$ cat src/include/mit_pkg.sv
// constants shared by the interrupt and timer core
package mit_pkg;
  // register addresses in the register space (page 1 for the counters)
  localparam logic [7:0] ADDR_FIRST_COUNTER_OVERFLOW_FLAG  = 8'h0C;
  localparam logic [7:0] ADDR_SECOND_COUNTER_OVERFLOW_FLAG  = 8'h0D;
  localparam logic [7:0] ADDR_PFLAG = 8'h0E;
  localparam logic [7:0] ADDR_ISTAT = 8'h0F;
  // mask register address in the control space
  localparam logic [7:0] ADDR_IMASK = 8'h0F;
  localparam logic [1:0] PAGE_0     = 2'h0;
  localparam logic [1:0] PAGE_1     = 2'h1;
  // peripheral flag and wake register fields
  localparam int PF_WAKE_EN = 0;
  localparam int PF_PWM_ONE_PERIOD_FLAG    = 4;
  localparam int PF_ADC     = 5;
  localparam int PF_SPI     = 6;
  localparam int PF_PWM_TWO_PERIOD_FLAG    = 7;
  localparam logic [7:0] PF_RW_MASK = 8'hF1;
  // interrupt status fields
  localparam int IS_TB    = 0;
  localparam int IS_FIRST_COUNTER_OVERFLOW_FLAG  = 1;
  localparam int IS_SECOND_COUNTER_OVERFLOW_FLAG  = 2;
  localparam int IS_PIN_A = 3;
  localparam int IS_PIN_B = 4;
  localparam int IS_PIN_C = 5;
  localparam int IS_PIN_D = 7;
  localparam logic [7:0] IS_RW_MASK = 8'hBF;
  // control register fields
  localparam int CC_PSR_LSB  = 0;
  localparam int CC_PAB      = 3;
  localparam int CC_CONTEXT_BACKUP_ENABLE    = 4;
  localparam int CC_TS       = 5;
  localparam int CC_GIE      = 6;
  localparam int CC_EDGE_SEL = 7;
  // reset values
  localparam logic [7:0] RST_CNT    = 8'h00;
  localparam logic [7:0] RST_PFLAG  = 8'h00;
  localparam logic [7:0] RST_ISTAT  = 8'h00;
  localparam logic [7:0] RST_IMASK  = 8'h00;
  localparam logic [7:0] RST_CTRL   = 8'h00;
  localparam logic [7:0] RST_RDATA  = 8'h00;
endpackage

$ cat src/include/mit_cnt_if.sv
// link between the core and one auxiliary counter
`timescale 1ns/1ps
interface mit_cnt_if #(parameter int W = 8);
  logic         tick;
  logic         preset_we;
  logic [W-1:0] preset_data;
  logic [W-1:0] count;
  logic         overflow;
  modport core (output tick, output preset_we, output preset_data,
                input count, input overflow);
  modport cnt  (input tick, input preset_we, input preset_data,
                output count, output overflow);
endinterface

$ cat src/rtl/mit_aux_counter.sv
// auxiliary 8-bit up-counter with prescaler, preset and reload
`timescale 1ns/1ps
module mit_aux_counter #(
  parameter int CNT_W = 8,
  parameter int PSC_W = 8
) (
  // clock, reset and enable
  input wire logic ref_clk_i,
  input wire logic resetn_i,
  input wire logic ce_i,
  // core side
  mit_cnt_if.cnt   bus
);
  logic [PSC_W-1:0] psc;
  logic [CNT_W-1:0] count;
  logic [CNT_W-1:0] preset;
  logic             ovf;

  // prescaler wrap advances the counter, counter wrap reloads it
  wire psc_wrap = bus.tick && (psc == {PSC_W{1'b1}});
  wire cnt_wrap = psc_wrap && (count == {CNT_W{1'b1}});

  assign bus.count    = count;
  assign bus.overflow = ovf;

  // write presets and restarts the prescaler so the first period is whole
  always_ff @(posedge ref_clk_i or negedge resetn_i) begin
    if (!resetn_i) begin
      psc    <= '0;
      count  <= '0;
      preset <= '0;
      ovf    <= 1'b0;
    end else if (ce_i) begin
      ovf <= cnt_wrap && !bus.preset_we;
      if (bus.preset_we) begin
        preset <= bus.preset_data;
        count  <= bus.preset_data;
        psc    <= '0;
      end else begin
        if (bus.tick) psc <= psc + 1'b1;
        if (cnt_wrap) count <= preset;
        else if (psc_wrap) count <= count + 1'b1;
      end
    end
  end

  a_ovf_reload: assert property (@(posedge ref_clk_i) disable iff (!resetn_i)
    (ce_i && cnt_wrap && !bus.preset_we) |=> (ovf && count == $past(preset)))
    else $error("counter did not reload preset after overflow");
  a_preset_load: assert property (@(posedge ref_clk_i) disable iff (!resetn_i)
    (ce_i && bus.preset_we) |=> (count == $past(bus.preset_data) && preset == count))
    else $error("counter write did not preset the count");
endmodule

$ cat src/rtl/mit_core.sv
// interrupt flag, wake-up and timer core
//
// Functional notes
// - first counter: 8-bit up-counter, prescaled, write presets, read counts, reloads.
// - second counter behaves the same as the first.
// - flag bit 4 sets on first pwm period, held until software clears.
// - flag bit 7 sets on second pwm period, held until software clears.
// - flag bit 5 sets when an adc conversion completes.
// - flag bit 6 sets on rising edge of spi receive-full.
// - flag bit 0 enables port 8 pin 0 wake, resets to 0.
// - status bit 0 sets on time-base overflow; any 1 is pending.
// - status bit 1 sets on first counter overflow.
// - status bit 2 sets on second counter overflow.
// - status bit 3 sets on port 7 pin 0 selected edge.
// - status bit 4 sets on port 7 pin 1 falling edge.
// - status bit 5 sets on port 7 pin 2 falling edge; bit 6 unused.
// - status bit 7 sets on port 7 pin 3 falling edge.
// - separate readable, clearable mask register gates status flags.
// - prescale code picks time-base 1:2..1:256 or watchdog 1:1..1:128.
// - one prescaler serves time base or watchdog, never both.
// - backup bit set: context saved on entry, restored on return.
// - time-base source bit picks instruction clock or slow tick.
// - global enable cleared by disable or irq entry, set by enable or return.
// - edge select: 0 rising, 1 falling for port 7 pin 0.
// - port 8 pin 0 wake triggers on its falling edge.
`timescale 1ns/1ps
module mit_core (
  // clock, reset, enable
  input  wire logic       ref_clk_i,
  input  wire logic       resetn_i,
  input  wire logic       ce_i,
  // register-space access
  input  wire logic [7:0] reg_addr_i,
  input  wire logic [1:0] reg_page_i,
  input  wire logic       reg_we_i,
  input  wire logic       reg_re_i,
  input  wire logic [7:0] wdata_i,
  // control-space access (mask register)
  input  wire logic       ioc_we_i,
  input  wire logic       ioc_re_i,
  // control register access
  input  wire logic       ctrl_we_i,
  input  wire logic       ctrl_re_i,
  output logic [7:0]      rdata_o,
  // instruction strobes from the cpu
  input  wire logic       disable_irq_instruction_i,
  input  wire logic       enable_irq_instruction_i,
  input  wire logic       return_from_irq_instruction_i,
  input  wire logic       irq_taken_i,
  // event sources
  input  wire logic       pwm_one_period_i,
  input  wire logic       pwm_two_period_i,
  input  wire logic       adc_done_i,
  input  wire logic       spi_rx_full_i,
  input  wire logic [3:0] port7_pins_i,
  input  wire logic       port8_pin0_i,
  // time bases
  input  wire logic       slow_tick_i,
  input  wire logic       first_counter_overflow_flag_tick_i,
  input  wire logic       second_counter_overflow_flag_tick_i,
  input  wire logic       wdt_enable_i,
  input  wire logic       wdt_clear_i,
  // results
  output logic            irq_o,
  output logic            wake_o,
  output logic            ctx_save_o,
  output logic            ctx_restore_o,
  output logic            wdt_timeout_o
);
  logic [7:0] pflag;
  logic [7:0] istat;
  logic [7:0] imask;
  logic [7:0] ctrl;
  logic [7:0] psc;
  logic [7:0] time_base_counter;
  logic [7:0] watchdog_counter;
  logic       spi_prev;
  logic [3:0] p7_prev;
  logic       p8_prev;

  mit_cnt_if #(.W(8)) c1_if ();
  mit_cnt_if #(.W(8)) c2_if ();

  // address decode
  wire sel_first_counter_overflow_flag  = (reg_addr_i == mit_pkg::ADDR_FIRST_COUNTER_OVERFLOW_FLAG) && (reg_page_i == mit_pkg::PAGE_1);
  wire sel_second_counter_overflow_flag  = (reg_addr_i == mit_pkg::ADDR_SECOND_COUNTER_OVERFLOW_FLAG) && (reg_page_i == mit_pkg::PAGE_1);
  wire sel_pflag = (reg_addr_i == mit_pkg::ADDR_PFLAG) && (reg_page_i == mit_pkg::PAGE_0);
  wire sel_istat = (reg_addr_i == mit_pkg::ADDR_ISTAT);
  wire sel_imask = (reg_addr_i == mit_pkg::ADDR_IMASK) && (reg_page_i == mit_pkg::PAGE_0);
  wire wr_pflag  = reg_we_i && sel_pflag;
  wire wr_istat  = reg_we_i && sel_istat;
  wire wr_imask  = ioc_we_i && sel_imask;

  // counters
  assign c1_if.tick        = first_counter_overflow_flag_tick_i;
  assign c1_if.preset_we   = reg_we_i && sel_first_counter_overflow_flag;
  assign c1_if.preset_data = wdata_i;
  assign c2_if.tick        = second_counter_overflow_flag_tick_i;
  assign c2_if.preset_we   = reg_we_i && sel_second_counter_overflow_flag;
  assign c2_if.preset_data = wdata_i;

  mit_aux_counter #(.CNT_W(8), .PSC_W(8)) u_first_counter_overflow_flag (
    .ref_clk_i (ref_clk_i),
    .resetn_i  (resetn_i),
    .ce_i      (ce_i),
    .bus       (c1_if)
  );
  mit_aux_counter #(.CNT_W(8), .PSC_W(8)) u_second_counter_overflow_flag (
    .ref_clk_i (ref_clk_i),
    .resetn_i  (resetn_i),
    .ce_i      (ce_i),
    .bus       (c2_if)
  );

  // control fields
  wire [2:0] psr       = ctrl[mit_pkg::CC_PSR_LSB +: 3];
  wire       prescale_assign       = ctrl[mit_pkg::CC_PAB];
  wire       context_backup_enable     = ctrl[mit_pkg::CC_CONTEXT_BACKUP_ENABLE];
  wire       ts        = ctrl[mit_pkg::CC_TS];
  wire       gie       = ctrl[mit_pkg::CC_GIE];
  wire       edge_sel  = ctrl[mit_pkg::CC_EDGE_SEL];

  // shared prescaler: source and terminal mask follow the assignment bit
  wire       tb_src    = ts ? slow_tick_i : 1'b1;
  wire       wdt_src   = slow_tick_i && wdt_enable_i;
  wire       psc_src   = prescale_assign ? wdt_src : tb_src;
  wire [7:0] tb_mask   = 8'(({1'b0, 8'h01} << psr) * 2 - 1);
  wire [7:0] wdt_mask  = 8'(({1'b0, 8'h01} << psr) - 1);
  wire [7:0] psc_mask  = prescale_assign ? wdt_mask : tb_mask;
  wire       psc_out   = psc_src && ((psc & psc_mask) == psc_mask);
  wire       tb_step   = prescale_assign ? tb_src : psc_out;
  wire       wdt_step  = prescale_assign ? psc_out : wdt_src;
  wire       tb_ovf    = tb_step && (time_base_counter == 8'hFF);
  wire       wdt_ovf   = wdt_step && (watchdog_counter == 8'hFF) && !wdt_clear_i;

  // edge detection on synchronous pins
  wire       spi_rise  = spi_rx_full_i && !spi_prev;
  wire       p70_rise  = port7_pins_i[0] && !p7_prev[0];
  wire       p70_fall  = !port7_pins_i[0] && p7_prev[0];
  wire [3:0] p7_fall   = ~port7_pins_i & p7_prev;
  wire       pin_a_evt = edge_sel ? p70_fall : p70_rise;
  wire       p8_fall   = !port8_pin0_i && p8_prev;

  // hardware set terms for both flag registers
  wire [7:0] pflag_set = {pwm_two_period_i, spi_rise, adc_done_i, pwm_one_period_i,
                          4'h0};
  wire [7:0] istat_set = {p7_fall[3], 1'b0, p7_fall[2], p7_fall[1], pin_a_evt,
                          c2_if.overflow, c1_if.overflow, tb_ovf};

  // set wins over a software clear in the same cycle
  wire [7:0] pflag_keep = wr_pflag ? (wdata_i & mit_pkg::PF_RW_MASK) : pflag;
  wire [7:0] istat_keep = wr_istat ? (wdata_i & mit_pkg::IS_RW_MASK) : istat;
  wire [7:0] next_pflag = pflag_keep | pflag_set;
  wire [7:0] next_istat = istat_keep | istat_set;

  // global enable: clears take precedence so a taken irq never re-enables
  wire       gie_clr    = disable_irq_instruction_i || irq_taken_i;
  wire       gie_set    = enable_irq_instruction_i || return_from_irq_instruction_i;
  wire       gie_wr     = ctrl_we_i ? wdata_i[mit_pkg::CC_GIE] : gie;
  wire       next_gie   = gie_clr ? 1'b0 : (gie_set ? 1'b1 : gie_wr);
  wire [7:0] ctrl_base  = ctrl_we_i ? wdata_i : ctrl;

  // request and wake terms
  wire [7:0] pending    = next_istat & imask;
  wire       next_irq   = next_gie && (|pending);
  wire       next_wake  = (p8_fall && pflag[mit_pkg::PF_WAKE_EN]) ||
                          (|(istat_set[7:3] & imask[7:3]));

  // read mux
  wire [7:0] next_rdata =
    (reg_re_i && sel_first_counter_overflow_flag)  ? c1_if.count :
    (reg_re_i && sel_second_counter_overflow_flag)  ? c2_if.count :
    (reg_re_i && sel_pflag) ? pflag :
    (reg_re_i && sel_istat) ? istat :
    (ioc_re_i && sel_imask) ? imask :
    ctrl_re_i               ? ctrl : 8'h00;

  // flag, mask and control registers
  always_ff @(posedge ref_clk_i or negedge resetn_i) begin
    if (!resetn_i) begin
      pflag <= mit_pkg::RST_PFLAG;
      istat <= mit_pkg::RST_ISTAT;
      imask <= mit_pkg::RST_IMASK;
      ctrl  <= mit_pkg::RST_CTRL;
    end else if (ce_i) begin
      pflag <= next_pflag;
      istat <= next_istat;
      if (wr_imask) imask <= wdata_i & mit_pkg::IS_RW_MASK;
      ctrl  <= {ctrl_base[7], next_gie, ctrl_base[5:0]};
    end
  end

  // prescaler, time base and watchdog
  always_ff @(posedge ref_clk_i or negedge resetn_i) begin
    if (!resetn_i) begin
      psc               <= 8'h00;
      time_base_counter <= 8'h00;
      watchdog_counter  <= 8'h00;
    end else if (ce_i) begin
      if (psc_src) psc <= psc + 8'h01;
      if (tb_step) time_base_counter <= time_base_counter + 8'h01;
      if (wdt_clear_i || !wdt_enable_i) watchdog_counter <= 8'h00;
      else if (wdt_step) watchdog_counter <= watchdog_counter + 8'h01;
    end
  end

  // edge history and registered outputs
  always_ff @(posedge ref_clk_i or negedge resetn_i) begin
    if (!resetn_i) begin
      spi_prev      <= 1'b0;
      p7_prev       <= 4'hF;
      p8_prev       <= 1'b1;
      rdata_o       <= mit_pkg::RST_RDATA;
      irq_o         <= 1'b0;
      wake_o        <= 1'b0;
      ctx_save_o    <= 1'b0;
      ctx_restore_o <= 1'b0;
      wdt_timeout_o <= 1'b0;
    end else if (ce_i) begin
      spi_prev      <= spi_rx_full_i;
      p7_prev       <= port7_pins_i;
      p8_prev       <= port8_pin0_i;
      rdata_o       <= next_rdata;
      irq_o         <= next_irq;
      wake_o        <= next_wake;
      ctx_save_o    <= irq_taken_i && context_backup_enable;
      ctx_restore_o <= return_from_irq_instruction_i && context_backup_enable;
      wdt_timeout_o <= wdt_ovf;
    end
  end

  // checks on the flag and enable logic
  a_adc_flag_set: assert property (@(posedge ref_clk_i) disable iff (!resetn_i)
    (ce_i && adc_done_i) |=> pflag[mit_pkg::PF_ADC])
    else $error("adc completion did not set its flag");
  a_spi_edge_only: assert property (@(posedge ref_clk_i) disable iff (!resetn_i)
    (ce_i && spi_rx_full_i && spi_prev && !wr_pflag && !pflag[mit_pkg::PF_SPI])
    |=> !pflag[mit_pkg::PF_SPI])
    else $error("spi flag set without a rising edge");
  a_pin_a_edge: assert property (@(posedge ref_clk_i) disable iff (!resetn_i)
    (ce_i && !edge_sel && port7_pins_i[0] && !p7_prev[0]) |=> istat[mit_pkg::IS_PIN_A])
    else $error("rising edge on pin a not flagged");
  a_flag_latched: assert property (@(posedge ref_clk_i) disable iff (!resetn_i)
    (ce_i && istat[mit_pkg::IS_FIRST_COUNTER_OVERFLOW_FLAG] && !wr_istat) |=> istat[mit_pkg::IS_FIRST_COUNTER_OVERFLOW_FLAG])
    else $error("status flag dropped without software write");
  a_gie_entry_clr: assert property (@(posedge ref_clk_i) disable iff (!resetn_i)
    (ce_i && irq_taken_i) |=> (!gie ##1 1'b1))
    else $error("global enable not cleared on irq entry");
  // a frozen cycle holds irq_o, so only judge edges that really updated it
  a_irq_gated: assert property (@(posedge ref_clk_i) disable iff (!resetn_i)
    (irq_o && $past(ce_i)) |-> $past(next_gie) && (|$past(pending)))
    else $error("irq raised while masked or disabled");
  a_wake_p8: assert property (@(posedge ref_clk_i) disable iff (!resetn_i)
    (ce_i && pflag[mit_pkg::PF_WAKE_EN] && p8_prev && !port8_pin0_i) |=> wake_o)
    else $error("port 8 falling edge did not wake");
  a_ctx_backup: assert property (@(posedge ref_clk_i) disable iff (!resetn_i)
    (ctx_save_o && $past(ce_i)) |-> $past(irq_taken_i) && $past(context_backup_enable))
    else $error("context save without backup enable");
endmodule

$ cat config.mk
export PLATFORM = sky130hd
export DESIGN_NAME = mit_core
export DESIGN_NICKNAME = d
export VERILOG_FILES = /design/src/include/mit_pkg.sv /design/src/include/mit_cnt_if.sv /design/src/rtl/mit_aux_counter.sv /design/src/rtl/mit_core.sv
export SDC_FILE = /design/constraint.sdc
export NUM_CORES = 1
export LEC_CHECK = 0
export CAP_MARGIN = 5
export CORE_ASPECT_RATIO = 1.25
export CORE_UTILIZATION = 62
export DETAILED_ROUTE_END_ITERATION = 8
export DONT_BUFFER_PORTS = 1
export PLACE_DENSITY_LB_ADDON = 0.12
export SYNTH_ARGS = -nofsm -noshare
export SYNTH_HDL_FRONTEND = slang
export SYNTH_HIERARCHICAL = 1
export SYNTH_SLANG_ARGS = --single-unit
$ cat constraint.sdc
create_clock -name ref_clk_i -period 2.4 [get_ports ref_clk_i]
set_input_delay 0.48 -clock ref_clk_i [delete_from_list [all_inputs] [get_ports ref_clk_i]]
set_output_delay 0.48 -clock ref_clk_i [all_outputs]
set_load 0.02 [all_outputs]
Word level (Yosys, flattened, before mapping):

Index checks and enable logic that the tools add are counted.
W data, S select, Z words.

* bits in latches: 0
* output and inout bits: 13
* memory bits (writable): 0
* flip-flop bits (word level): 124
* memories: 0
* logic and storage cells: 147
* bits in read-only memories: 0

* multipliers: 0
* reduce and logical (&&, ||, !) cells: 64
* $add $sub $neg: 9
* order comparisons: 0
* bitwise operators: 7
* mux-type cells: 29
* div/mod/pow operators: 0
* shifts and indexed selects: 1
* eq/ne operators: 12

Operators by type and width (number)
* $mux W8: 21
* $add A8 B1 Y8 const B: 7
* $eq A8 B8 Y1 const B: 6
* $logic_and A1 B1 Y1: 33
* $eq A8 B4 Y1 const B: 4
* $reduce_and A2 Y1: 11
* $and A8 B8 Y8: 2
* $or A8 B8 Y8: 2
* $sub A8 B1 Y8 const B: 2
* $eq A8 B8 Y1: 1
* $logic_not A1 Y1: 8
* $mux W1: 8
* $reduce_or A8 Y1: 1
* $shl A1 B3 Y8 const A: 1
* $reduce_bool A2 Y1: 3
* $reduce_bool A3 Y1: 2
* $and A5 B5 Y5: 1
* $reduce_or A5 Y1: 1
* $and A4 B4 Y4: 1
* $logic_or A1 B1 Y1: 4
* $not A4 Y4: 1
* $eq A2 B1 Y1 const B: 1
* $logic_not A2 Y1: 1

Logic depth before layout (Yosys ltp):

Gate-level depths: netlist of the first run.

* depth after elaboration: 12
* depth in mapped cells: 9
* depth with buffers taken out: 7

Cells and area by module:

Netlist of the first run, hierarchy kept.

By module, submodules not included
* mit_core: cells each 413, times used 1, area an instance 3996.3 um^2
* mit_aux_counter: cells each 152, times used 2, area an instance 1426.4 um^2

Least setup slack after synthesis of the first run:

OpenSTA, ideal clock, no wires.

* path type: input -> register
* start: in reg_addr_i[5]
* end: reg u_first_counter_overflow_flag.count[2] (netlist: u_first_counter_overflow_flag/bus.count[2])
* path buffers: 3
* setup time: 123 ps
* arrival: 2396 ps
* cell stages on the path: 8
* slack: -119 ps
* cells stage by stage: nor4_2 -> clkbuf_1 -> nand2_1 -> nor3_1 -> buf_2 -> nand2_1 -> clkbuf_1 -> o221a_2

* cells in the longest elaborated chain, start to end: 5
* elaborated cells on any way between the ends: 6
* those cells by class: 1 x eq/ne; 1 x mux; 4 x reduce/logical

RTL lines
* start: declaration: RTL line mit_core.sv:33 `input wire logic [7:0] reg_addr_i,`
* $eq A8 B4 Y1 (*): RTL line mit_core.sv:85 `wire sel_first_counter_overflow_flag = (reg_addr_i == mit_pkg::ADDR_FIRST_COUNTER_OVERFLOW_FLAG) && (reg_page_ ...`
* $logic_and A1 B1 Y1 (*): RTL line mit_core.sv:85
* $logic_and A1 B1 Y1 (*): RTL line mit_core.sv:96 `assign c1_if.preset_we = reg_we_i && sel_first_counter_overflow_flag;`
* net c1_if.preset_we: RTL line mit_cnt_if.sv:5 `logic preset_we;`
* $reduce_bool A3 Y1 (no line)
* $reduce_and A2 Y1 (no line)
* end signal: assignment: RTL line mit_aux_counter.sv:37 `count <= bus.preset_data;`
* end signal: assignment: RTL line mit_aux_counter.sv:41 `if (cnt_wrap) count <= preset;`
* end signal: assignment: RTL line mit_aux_counter.sv:42 `else if (psc_wrap) count <= count + 1'b1;`
* end: declaration: RTL line mit_aux_counter.sv:15 `logic [CNT_W-1:0] count;`

Mark *: on every way through the listed nets, which the timed path passes. The rest lies on a longest branch.
A chain may end at the register's enable or synchronous reset.

Worst setup path after layout of the first run:

* start: reg ctrl[0]
* end: reg time_base_counter[7]

* cells in the longest elaborated chain, start to end: 8
* elaborated cells on any way between the ends: 9
* those cells by class: 2 x add/sub; 1 x eq/ne; 1 x shift; 2 x mux; 1 x bitwise; 2 x reduce/logical

RTL lines
* start: declaration: RTL line mit_core.sv:73 `logic [7:0] ctrl;`
* start signal: assignment: RTL line mit_core.sv:184 `ctrl <= mit_pkg::RST_CTRL;`
* start signal: assignment: RTL line mit_core.sv:189 `ctrl <= {ctrl_base[7], next_gie, ctrl_base[5:0]};`
* $shl A1 B3 Y8 (*): RTL line mit_core.sv:128 `wire [7:0] wdt_mask = 8'(({1'b0, 8'h01} << psr) - 1);`
* $sub A8 B1 Y8, on equally long branches: RTL line mit_core.sv:128, mit_core.sv:127
* $mux W8 (*): RTL line mit_core.sv:129 `wire [7:0] psc_mask = prescale_assign ? wdt_mask : tb_mask;`
* $and A8 B8 Y8: RTL line mit_core.sv:130 `wire psc_out = psc_src && ((psc & psc_mask) == psc_mask);`
* $eq A8 B8 Y1 (*): RTL line mit_core.sv:130
* $logic_and A1 B1 Y1 (*): RTL line mit_core.sv:130
* $mux W1 (*): RTL line mit_core.sv:131 `wire tb_step = prescale_assign ? tb_src : psc_out;`
* $reduce_and A2 Y1 (no line) (*)
* end signal: assignment: RTL line mit_core.sv:201 `if (tb_step) time_base_counter <= time_base_counter + 8'h01;`
* end: declaration: RTL line mit_core.sv:75 `logic [7:0] time_base_counter;`

Every way passes the cells marked *; elsewhere a longest branch is shown, timed or not.

==> summary.md, run 1 <==
| Metric | Value |
|---|---|
| Synth top area share | between 40% and 50% |
| Share of cells above drive strength 1 | about 14% |
| Gpl congestion | between 0.9 and 1 |
| Sink Count | 120 |
| GRT overflow | 0 |
| Peak supply drop | around 550 uV |
| Slowest CP cell | a2111oi_4 |
| Largest net degree at the start of global routing | 121 |
| Multi-input logic area | roughly 3600 sq um |
| CP Max Fanout | 8 |
| Asr flop ratio synth | between 90% and 100% |
| Worst path cell trace | nor2b_1 > a21oi_1 > a2111oi_4 > a41oi_2 > nor3_1 > xor2_1 |
| Remaining routing DRC violations | 0 |
| Max incr delay on CP | 500 ps |
| Status | complete, but fails checks |
| Number of global-route vias before repair | 5875 |
| Postcts setup bufs | 0 |
| # fillers | roughly 840 |
| Tcrit/Tclk final | 91.0% |
| Synth top area cells | dfrtp_1 42%, nand2_1 5.4%, mux2_2 4.3%, o21ai_0 3.1%, nand3_1 2.2% |
| Slew headroom | 51.9% |
| Final TNS setup | 0 ps |
| Final Setup Violations | 0 |
| Clk buf depth | 2 |
| CTS clock-pin slew for the worst setup and hold paths | approximately 50 ps |
| FF/Latch Area | about 3000 sq um |
| Synthesized cell area | 6850 sq um |
| Crit. End Element | register |
| Post-CTS sizing | 0 |
| Pins over their slew limit | 0 |
| Layout area overhead | 11.0% |
| Worst Clk Skew | about 6.9 ps |
| PD cells | between 700 and 800 nW/um^2 |
| # diodes | 0 |
| Via count | around 5900 |
| Data arrival, critical path | 2510 ps |
| Routed Antenna Nets | 0 |
| IO buf count | 0 |
| Number of synthesized flops with an enable pin | 0 |
| Ys flop type | dfrtp_1 |
| Gate power share | 12.2% |
| CTS H-tree depth | 4 |
| Switching power | approximately 0.0016 W |
| CP Launch Type | register |
| WHS | -239 ps |
| WS Path Type | register to register |
| Slew @ Worst Pin | just over 700 ps |
| Leak pwr | between 3 and 4 nW |
| Cell taking the most area after synthesis | dfrtp_1 |
| Library cells used by synthesis | 75 |
| First-pass GRT wire length | 29.5 mm |
| CTS tree | yes |
| Hold Crit Class | input port to asynchronous set/reset pin |
| Cell Rows | between 40 and 50 |
| Failing checks | negative hold slack |
| Fmax | ~460 MHz |
| First-pass DRT Iterations | 7 |
| Sw Ratio | a little over a quarter |
| Initial antenna violation count | 0 |
| Post-synthesis instance total | 717 |
| Syn avg cell area | between 9 and 10 sq um |
| Vias per cell | between 6 and 7 |
| Tmin final | between 2000 and 2500 ps |
| I/O Pins | 58 |
| GRT Overall Usage | roughly a third |
| Worst-skew pair later-pin latency | between 400 and 500 ps |
| Avg WL per Cell | 21.1 microns |
| Final net count | a little under 800 |
| Core Region | 10700 sq um |
| Synthesized flop and latch total | 120 |
| Initial Utilization | roughly 64% |
| Final Hold Vio Count | 120 |
| Detailed Place HPWL | roughly 13 mm |
| Total wire length | 18.3 mm |
| Die area | around 11000 sq um |
| RSZ-0062 raised after global routing | no |
| Clock root cell | clkbuf_16 |
| Crit path required time | 2730 ps |
| Sequential share of the synthesized area | a little over two fifths |
| Max-cap viol count | 0 |
| Yosys Warn Count | 6 |
| DR iter-0 viols | about 450 |
| Syn nets | ~770 |
| Reg power frac | between 40% and 50% |
| Num CTS Buffers | 17 |
| Clk pwr share | 42.4% |
| P_int | around 0.0041 W |
| Die W | just under 100 microns |
| Worst R2R Path Depth | 6 |
| Die Ht | between 100 and 150 microns |
[synthesized netlist by cell type (all sizes together), types with 8 or more instances]
library cell / count
dfrtp: 115
nand2: 98
o21ai: 43
inv: 34
nor2: 33
nand3: 30
nor3: 29
mux2: 26
a21oi: 25
nand4: 19
clkbuf: 15
a31oi: 14
nand2b: 14
xnor2: 14
and3: 13
and4: 13
xor2: 11
o221a: 10
o22ai: 10
o2bb2ai: 10
a32oi: 9
buf: 9
nor4: 8
o21a: 8
[sequential cells by signal (all words and copies together) (netlist names), 4 cells and up]
name,count
ctrl,8
psc,8
rdata_o,8
time_base_counter,8
u_first_counter_overflow_flag/bus.count,8
u_first_counter_overflow_flag/preset,8
u_first_counter_overflow_flag/psc,8
u_second_counter_overflow_flag/bus.count,8
u_second_counter_overflow_flag/preset,8
u_second_counter_overflow_flag/psc,8
watchdog_counter,8
imask,7
istat,7
pflag,5
p7_prev,4
[placed cells by master, fill, tap and decap left out, types with 9 or more instances in the layout]
master     instances
inv_1             32
mux2_2            26
nand4_1           13
nor3_1            27
o2bb2ai_1         10
nand2b_1          14
nand2_1           98
xor2_1            11
a21oi_1           24
o21ai_0           42
xnor2_1           14
clkbuf_16         17
dfrtp_1          115
nor2_1            31
and4_1             9
o22ai_1           10
buf_4             11
a32oi_1            9
and3_1            13
a31oi_1           14
nand3_1           30
[layer usage]
layer / wire, microns / global-route usage (%)
met3: 1240 / 9.00
met1: 7260 / 41.0
met2: 8970 / 55.3
met5: 0 / 0
met4: 855 / 17.2
[area by class of cell]
class                           count  area share, %
Clock buffer                       24           6.47
Clock inverter                      7          0.905
Inverter                           34           1.68
Multi-Input combinational cell    539           47.6
Sequential cell                   120           39.6
Tap cell                          132           2.17
Timing Repair Buffer               13           1.61
[final timing paths]
| kind | from | endpoint | slack (ps) |
|---|---|---|---|
| hold reg to reg | time_base_counter[6] | time_base_counter[6] | 470 |
| hold / removal | resetn_i | wake_o | -240 |
| max in group asynchronous | resetn_i | p7_prev[2] | 2440 |
| setup / recovery | ctrl[0] | time_base_counter[7] | 220 |
| setup reg to reg | ctrl[0] | time_base_counter[7] | 220 |
| min in group ref_clk_i | wdata_i[3] | u_first_counter_overflow_flag/preset[3] | 170 |
[kinds of logic (layout without fill, tap and decap cells)]
family	Yosys count	in the layout	synth area share (%)
AO/OA/AOI/OAI	185	185	19.7
XOR/XNOR	25	25	3.20
adder cells (fa/ha/maj)	7	7	1.28
buffers and inverters	58	78	3.32
flip-flops	120	120	43.9
multiplexers	33	33	5.30
AND/OR/NAND/NOR	289	289	23.2
[power by group through the flow]
stage | Combinational, W | Clock (W) | Sequential (W)
2_1_floorplan | 0.000564 | 0 | 0.00253
3_3_place_gp | 0.000658 | 0 | 0.00259
3_5_place_dp | 0.000692 | 0 | 0.00260
4_1_cts | 0.000696 | 0.00243 | 0.00257
5_1_grt | 0.000772 | 0.00253 | 0.00261
6_report | 0.000692 | 0.00240 | 0.00258
[per-stage QoR]
step	cell area, sq um	utilization (%)	power (W)	worst slack [ps]	std cells
after floorplan	6860	-	0.00310	77.5	717
after global placement	7040	66.0	0.00325	128	838
after detailed placement	7040	66.0	0.00330	29.2	838
after CTS	7600	71.3	0.00570	221	869
after global routing	7600	71.3	0.00591	55.5	869
final	7600	71.3	0.00568	215	869
[worst max-delay path: cells and delay by family, from the launching register on]
family | cells | cell delay (ps)
compound gates | 3 | 950
xor+xnor | 1 | 180
flops | 1 | 450
simple gates | 2 | 530
(Power assumes the default switching activity.)
==> run 2, diff against run 1 <==
==> constraint.sdc (replaced) <==
create_clock -name ref_clk_i -period 2.4 [get_ports ref_clk_i]
set_input_delay 0.72 -clock ref_clk_i [delete_from_list [all_inputs] [get_ports ref_clk_i]]
set_output_delay 0.72 -clock ref_clk_i [all_outputs]
set_load 0.02 [all_outputs]
==> summary.md, run 2 (same netlist as run 1, synthesis figures left out) <==
| Metric | Value |
|---|---|
| CTS clock-pin slew for the worst setup and hold paths | 60 ps (about the same) |
| Vias per cell | 6.78 (-0.32%) |
| Pins over their slew limit | 0 (unchanged) |
| Initial antenna violation count | 0 (unchanged) |
| RSZ-0062 raised after global routing | yes |
| Total power | 0.00615 W (+8.3%) |
| Routed Antenna Nets | 0 (unchanged) |
| Slowest CP cell | a2111oi_4 |
| IO buf count | 0 (unchanged) |
| First-pass GRT wire length | 29.4 mm (-0.12%) |
| Num CTS Buffers | 17 (unchanged) |
| Post-CTS sizing | 0 (unchanged) |
| PD cells | 791 nW/um^2 (+5.9%) |
| GRT overflow | 0 (unchanged) |
| CTS H-tree depth | 4 (unchanged) |
| Worst-skew pair later-pin latency | 420 ps (about the same) |
| Remaining routing DRC violations | 0 (unchanged) |
| Share of cells above drive strength 1 | 15.2% (+1.1 points) |
| I/O Pins | 58 (unchanged) |
| Buf+Inv Stages, Crit Path | 0 (unchanged) |
| Largest net degree at the start of global routing | 121 (unchanged) |
| Slew headroom | 47.5% (-4.4 points) |
| GRT Overall Usage | 34.1% (+0.081 points) |
| Data arrival, critical path | 2630 ps (+120 ps) |
| Detailed Place HPWL | 12.8 mm (+0.16%) |
| Failing checks | negative hold slack |
| Die Ht | 120 microns (unchanged) |
| Leak pwr | 3.36 nW (+2.9%) |
| DR iter-0 viols | 396 (-12%) |
| Max incr delay on CP | 540 ps (+40 ps) |
| WHS | -6.96 ps (+232 ps) |
| Via count | 5928 (+0.25%) |
| Core Region | 10700 sq um (unchanged) |
| Tmin final | 2290 ps (+107 ps) |
| Postcts setup bufs | 0 (unchanged) |
| Die area | 11500 sq um (unchanged) |
| Cell family with most CP delay | compound AO/OA/AOI/OAI gates |
| Final worst-path setup slack | 108 ps (-107 ps) |
| Layout area overhead | 13.5% |
| Clock root cell | clkbuf_16 |
| Fmax | 436 MHz (-4.7%) |
| Initial Utilization | 64.2% (unchanged) |
| First-pass DRT Iterations | 5 (-2) |
| Hold Crit Class | input port to asynchronous set/reset pin |
| Clk buf depth | 2 (unchanged) |
| Most common cell after layout, fill and taps aside | dfrtp_1 |
| Final net count | 781 (+0.51%) |
| Avg WL per Cell | 21.0 microns (-0.32%) |
| Max-cap viol count | 0 (unchanged) |
| Worst path cell trace | nor2b_1 > a21oi_1 > a2111oi_4 > a41oi_2 > nor3_1 > xor2_1 |
| Status | complete, but fails checks |
| # diodes | 0 (unchanged) |
| Cell Rows | 42 (unchanged) |
| Tcrit/Tclk final | 95.5% (+4.5 points) |
| Final Hold Vio Count | 4 (-97%) |
| Peak supply drop | 503 uV (-8.8%) |
| Final TNS setup | 0 ps (unchanged) |
| Die W | 96.0 microns (unchanged) |
| Sink Count | 120 (unchanged) |
| Number of global-route vias before repair | 5828 (-0.80%) |
| Total wire length | 18.4 mm (+0.25%) |
| WS Path Type | register to register |
| CP Launch Type | register |
| Crit path required time | 2740 ps (about the same) |
| Crit. End Element | register |
| Place WS | -145 ps (-175 ps) |
| Worst Clk Skew | 8.74 ps (+1.87 ps) |
| CP Max Fanout | 8 (unchanged) |
| Final Setup Violations | 0 (unchanged) |
| Most frequent cells in the layout | 115 x dfrtp_1, 98 x nand2_1, 42 x o21ai_0, 32 x inv_1 |
| CTS tree | yes |
| Slew @ Worst Pin | 780 ps (+65.3 ps) |
| Gpl congestion | 0.973 (+1.9%) |
[run 2: cell count changes in the layout (fill, tap and decap cells not counted), sizes merged]
cell,change
bufinv,+4
buf,+4
clkbuf,-3
[run 2: per-stage QoR]
step	instances	area, sq um	util, %
CTS	874	7770	72.9
finish	874	7770	72.9
global route	874	7770	72.9
detailed placement	842	7100	66.5
global placement	842	7100	66.5
floorplan	717	6900	-
[run 2: area by class of cell]
| class | instances | area (sq um) |
|---|---|---|
| inverters | 34 | 128 |
| multi-input cells | 539 | 3640 |
| repair buffers | 17 | 153 |
| flip-flops and latches | 120 | 3010 |
| well taps | 132 | 165 |
| clock inverters | 11 | 193 |
| clock buffers | 21 | 480 |
| fillers | 777 | 2900 |
[run 2: path summary, 6_finish.rpt]
check	from	to	slack, ps	depth (start not counted)
worst max-delay path	ctrl[3]	time_base_counter[6]	110	6
worst min-delay path	resetn_i	wake_o	-7	0
worst max register to register	ctrl[3]	time_base_counter[6]	110	6
worst min register to register	psc[7]	psc[7]	470	1
max in group asynchronous	resetn_i	p7_prev[0]	2210	0
min in group ref_clk_i	ce_i	istat[0]	410	1
[run 2: power breakdown]
part	internal [W]	switching [W]
registers	0.00226	0.000334
logic	0.000332	0.000349
clock network	0.00195	0.000923
[run 2: worst reg2reg max path, delay by kind of cell, from the launching register on]
family	cells	cell delay, ps
XOR/XNOR	1	170
AO/OA/AOI/OAI	3	1010
flip-flops	1	460
AND/OR/NAND/NOR	2	580
[run 2: routing by layer]
layer  track usage (%)  share of wire, %
met5                 0                 0
met3              6.46               5.7
met4              18.9               4.6
met1              41.6                39
met2              55.9                50
==> run 3, diff against run 2 <==
--- a/config.mk
+++ b/config.mk
@@ -10,7 +10,7 @@
 export CORE_UTILIZATION = 62
 export DETAILED_ROUTE_END_ITERATION = 8
 export DONT_BUFFER_PORTS = 1
-export PLACE_DENSITY_LB_ADDON = 0.12
+export PLACE_DENSITY = 0.78
 export SYNTH_ARGS = -nofsm -noshare
 export SYNTH_HDL_FRONTEND = slang
 export SYNTH_HIERARCHICAL = 1
==> summary.md, run 3 (same netlist as run 1, synthesis figures left out) <==
| Metric | Value |
|---|---|
| Slew @ Worst Pin | 740 ps (-40.1 ps) |
| Data arrival, critical path | 2440 ps (-190 ps) |
| Detailed Place HPWL | 12.9 mm (+0.38%) |
| Initial antenna violation count | 0 (unchanged) |
| Crit path required time | 2670 ps (-70 ps) |
| Fmax | 461 MHz (+5.7%) |
| Num CTS Buffers | 17 (unchanged) |
| Cell Rows | 42 (unchanged) |
| WS Path Type | input port to register |
| # diodes | 0 (unchanged) |
| Reg-to-Reg Start | psc[1] |
| Core Region | 10700 sq um (unchanged) |
| Initial Utilization | 64.2% (unchanged) |
| R2R Path End | watchdog_counter[4] |
| Most frequent cells in the layout | 115 x dfrtp_1, 98 x nand2_1, 42 x o21ai_0, 32 x inv_1 |
| Max-cap viol count | 0 (unchanged) |
| Worst path cell trace | or4_4 > nor3_4 > mux2_4 > o21a_1 > o41ai_2 > o221ai_1 |
| Die area | 11500 sq um (unchanged) |
| Clk buf depth | 2 (unchanged) |
| Largest net degree at the start of global routing | 121 (unchanged) |
| Remaining routing DRC violations | 0 (unchanged) |
| Via count | 6007 (+1.3%) |
| Routed Antenna Nets | 0 (unchanged) |
| PD cells | 728 nW/um^2 (-7.9%) |
| Post-layout util | 72.9% (about the same) |
| Sink Count | 120 (unchanged) |
| I/O Pins | 58 (unchanged) |
| Final Setup Violations | 0 (unchanged) |
| First-pass GRT wire length | 29.9 mm (+1.5%) |
| GRT Overall Usage | 34.5% (+0.37 points) |
| Total wire length | 18.6 mm (+1.0%) |
| Number of global-route vias before repair | 5861 (+0.57%) |
| CP Launch Type | input port |
| Place WS | -146 ps (-0.413 ps) |
| Gpl congestion | 0.947 (-2.6%) |
| CTS H-tree depth | 4 (unchanged) |
| Crit. End Element | register |
| Status | finished, final reports clean |
| Die Ht | 120 microns (unchanged) |
| Slew headroom | 50.2% (+2.7 points) |
| Max incr delay on CP | 560 ps (+20 ps) |
| First-pass DRT Iterations | 5 (unchanged) |
| Final worst-path setup slack | 232 ps (+124 ps) |
| CP Max Fanout | 3 (-5) |
| CTS clock-pin slew for the worst setup and hold paths | 60 ps (about the same) |
| Tcrit/Tclk final | 90.3% (-5.2 points) |
| Tmin final | 2170 ps (-124 ps) |
| Share of cells above drive strength 1 | 16.8% (+1.5 points) |
| Worst Clk Skew | 5.48 ps (-3.26 ps) |
| Hold Crit Class | input port to asynchronous set/reset pin |
| Die W | 96.0 microns (unchanged) |
| Leak pwr | 3.40 nW (+1.0%) |
| GRT overflow | 0 (unchanged) |
| Avg WL per Cell | 20.9 microns (-0.80%) |
| Final net count | 797 (+2.0%) |
| Postcts setup bufs | 0 (unchanged) |
| Worst-skew pair later-pin latency | 410 ps (about the same) |
| Pins over their slew limit | 0 (unchanged) |
| Final Hold Vio Count | 0 (-4) |
| CTS tree | yes |
| IO buf count | 0 (unchanged) |
| Slowest CP cell | or4_4 |
| Reg2reg setup slack | 240 ps (+130 ps) |
| Post-CTS sizing | 0 (unchanged) |
| RSZ-0062 raised after global routing | no |
| Clock root cell | clkbuf_16 |
| Layout area overhead | 13.6% (about the same) |
| Worst R2R Path Depth | 5 (-1) |
| Total power | 0.00566 W (-7.9%) |
| DR iter-0 viols | 518 (+31%) |
| Vias per cell | 6.75 (-0.49%) |
| Peak supply drop | 520 uV (+3.4%) |
| Most common cell after layout, fill and taps aside | dfrtp_1 |
-- run 3: changes by cell type in the layout (fill, tap and decap cells not counted) --
cell / previous run / this run
buf_16: 0 / 1
buf_4: 15 / 30
bufinv_16: 5 / 1
clkbuf_1: 0 / 2
clkbuf_8: 4 / 0
clkinv_2: 2 / 7
inv_6: 0 / 1
-- run 3: where the power goes --
| group | switching (W) | internal, W | total, W | leakage, nW |
|---|---|---|---|---|
| Sequential | 0.000321 | 0.00226 | 0.00258 | 1.51 |
| Clock | 0.000915 | 0.00141 | 0.00233 | 0.266 |
| Combinational | 0.000402 | 0.000356 | 0.000758 | 1.62 |
-- run 3: stage by stage --
stage,std cells,hold slack [ps],setup TNS (ps),area (sq um)
6_report,890,124,0,7780
5_1_grt,890,124,0,7780
4_1_cts,887,-9.37,0,7710
3_5_place_dp,855,428,-278,7170
3_3_place_gp,855,427,-124,7170
2_1_floorplan,717,424,-74.3,6900
-- run 3: final cells by class --
cell class,instances,area (sq um)
clock buffers,19,433
clock inverters,13,106
fillers,806,2890
inverters,34,128
multi-input cells,539,3640
flip-flops and latches,120,3010
well taps,132,165
repair buffers,33,293
-- run 3: worst max path at each step --
stage / startpoint / to / slack, ps / cells past startpoint
after CTS: psc[1] / watchdog_counter[4] / 240 / 5
final: reg_addr_i[6] / irq_o / 230 / 6
after global placement: reg_addr_i[6] / irq_o / -90 / 6
after detailed placement: reg_addr_i[6] / irq_o / -150 / 6
after floorplan: reg_addr_i[6] / irq_o / -50 / 6
after global routing: psc[1] / time_base_counter[5] / 70 / 5
-- run 3: critical path: cells and delay by family --
kind            cells  cell delay (ps)
compound gates      3              590
mux                 1              320
simple gates        2              800
-- run 3: per-layer routing --
layer	up-vias	global-route usage [%]	routed length [microns]	part of all wire (%)
met5	-	0	0	0
met4	0	17.8	779	4.2
met3	59	8.30	1410	7.6
met2	300	55.8	9260	50
met1	2898	42.2	7110	38
li1	2750	-	-	-
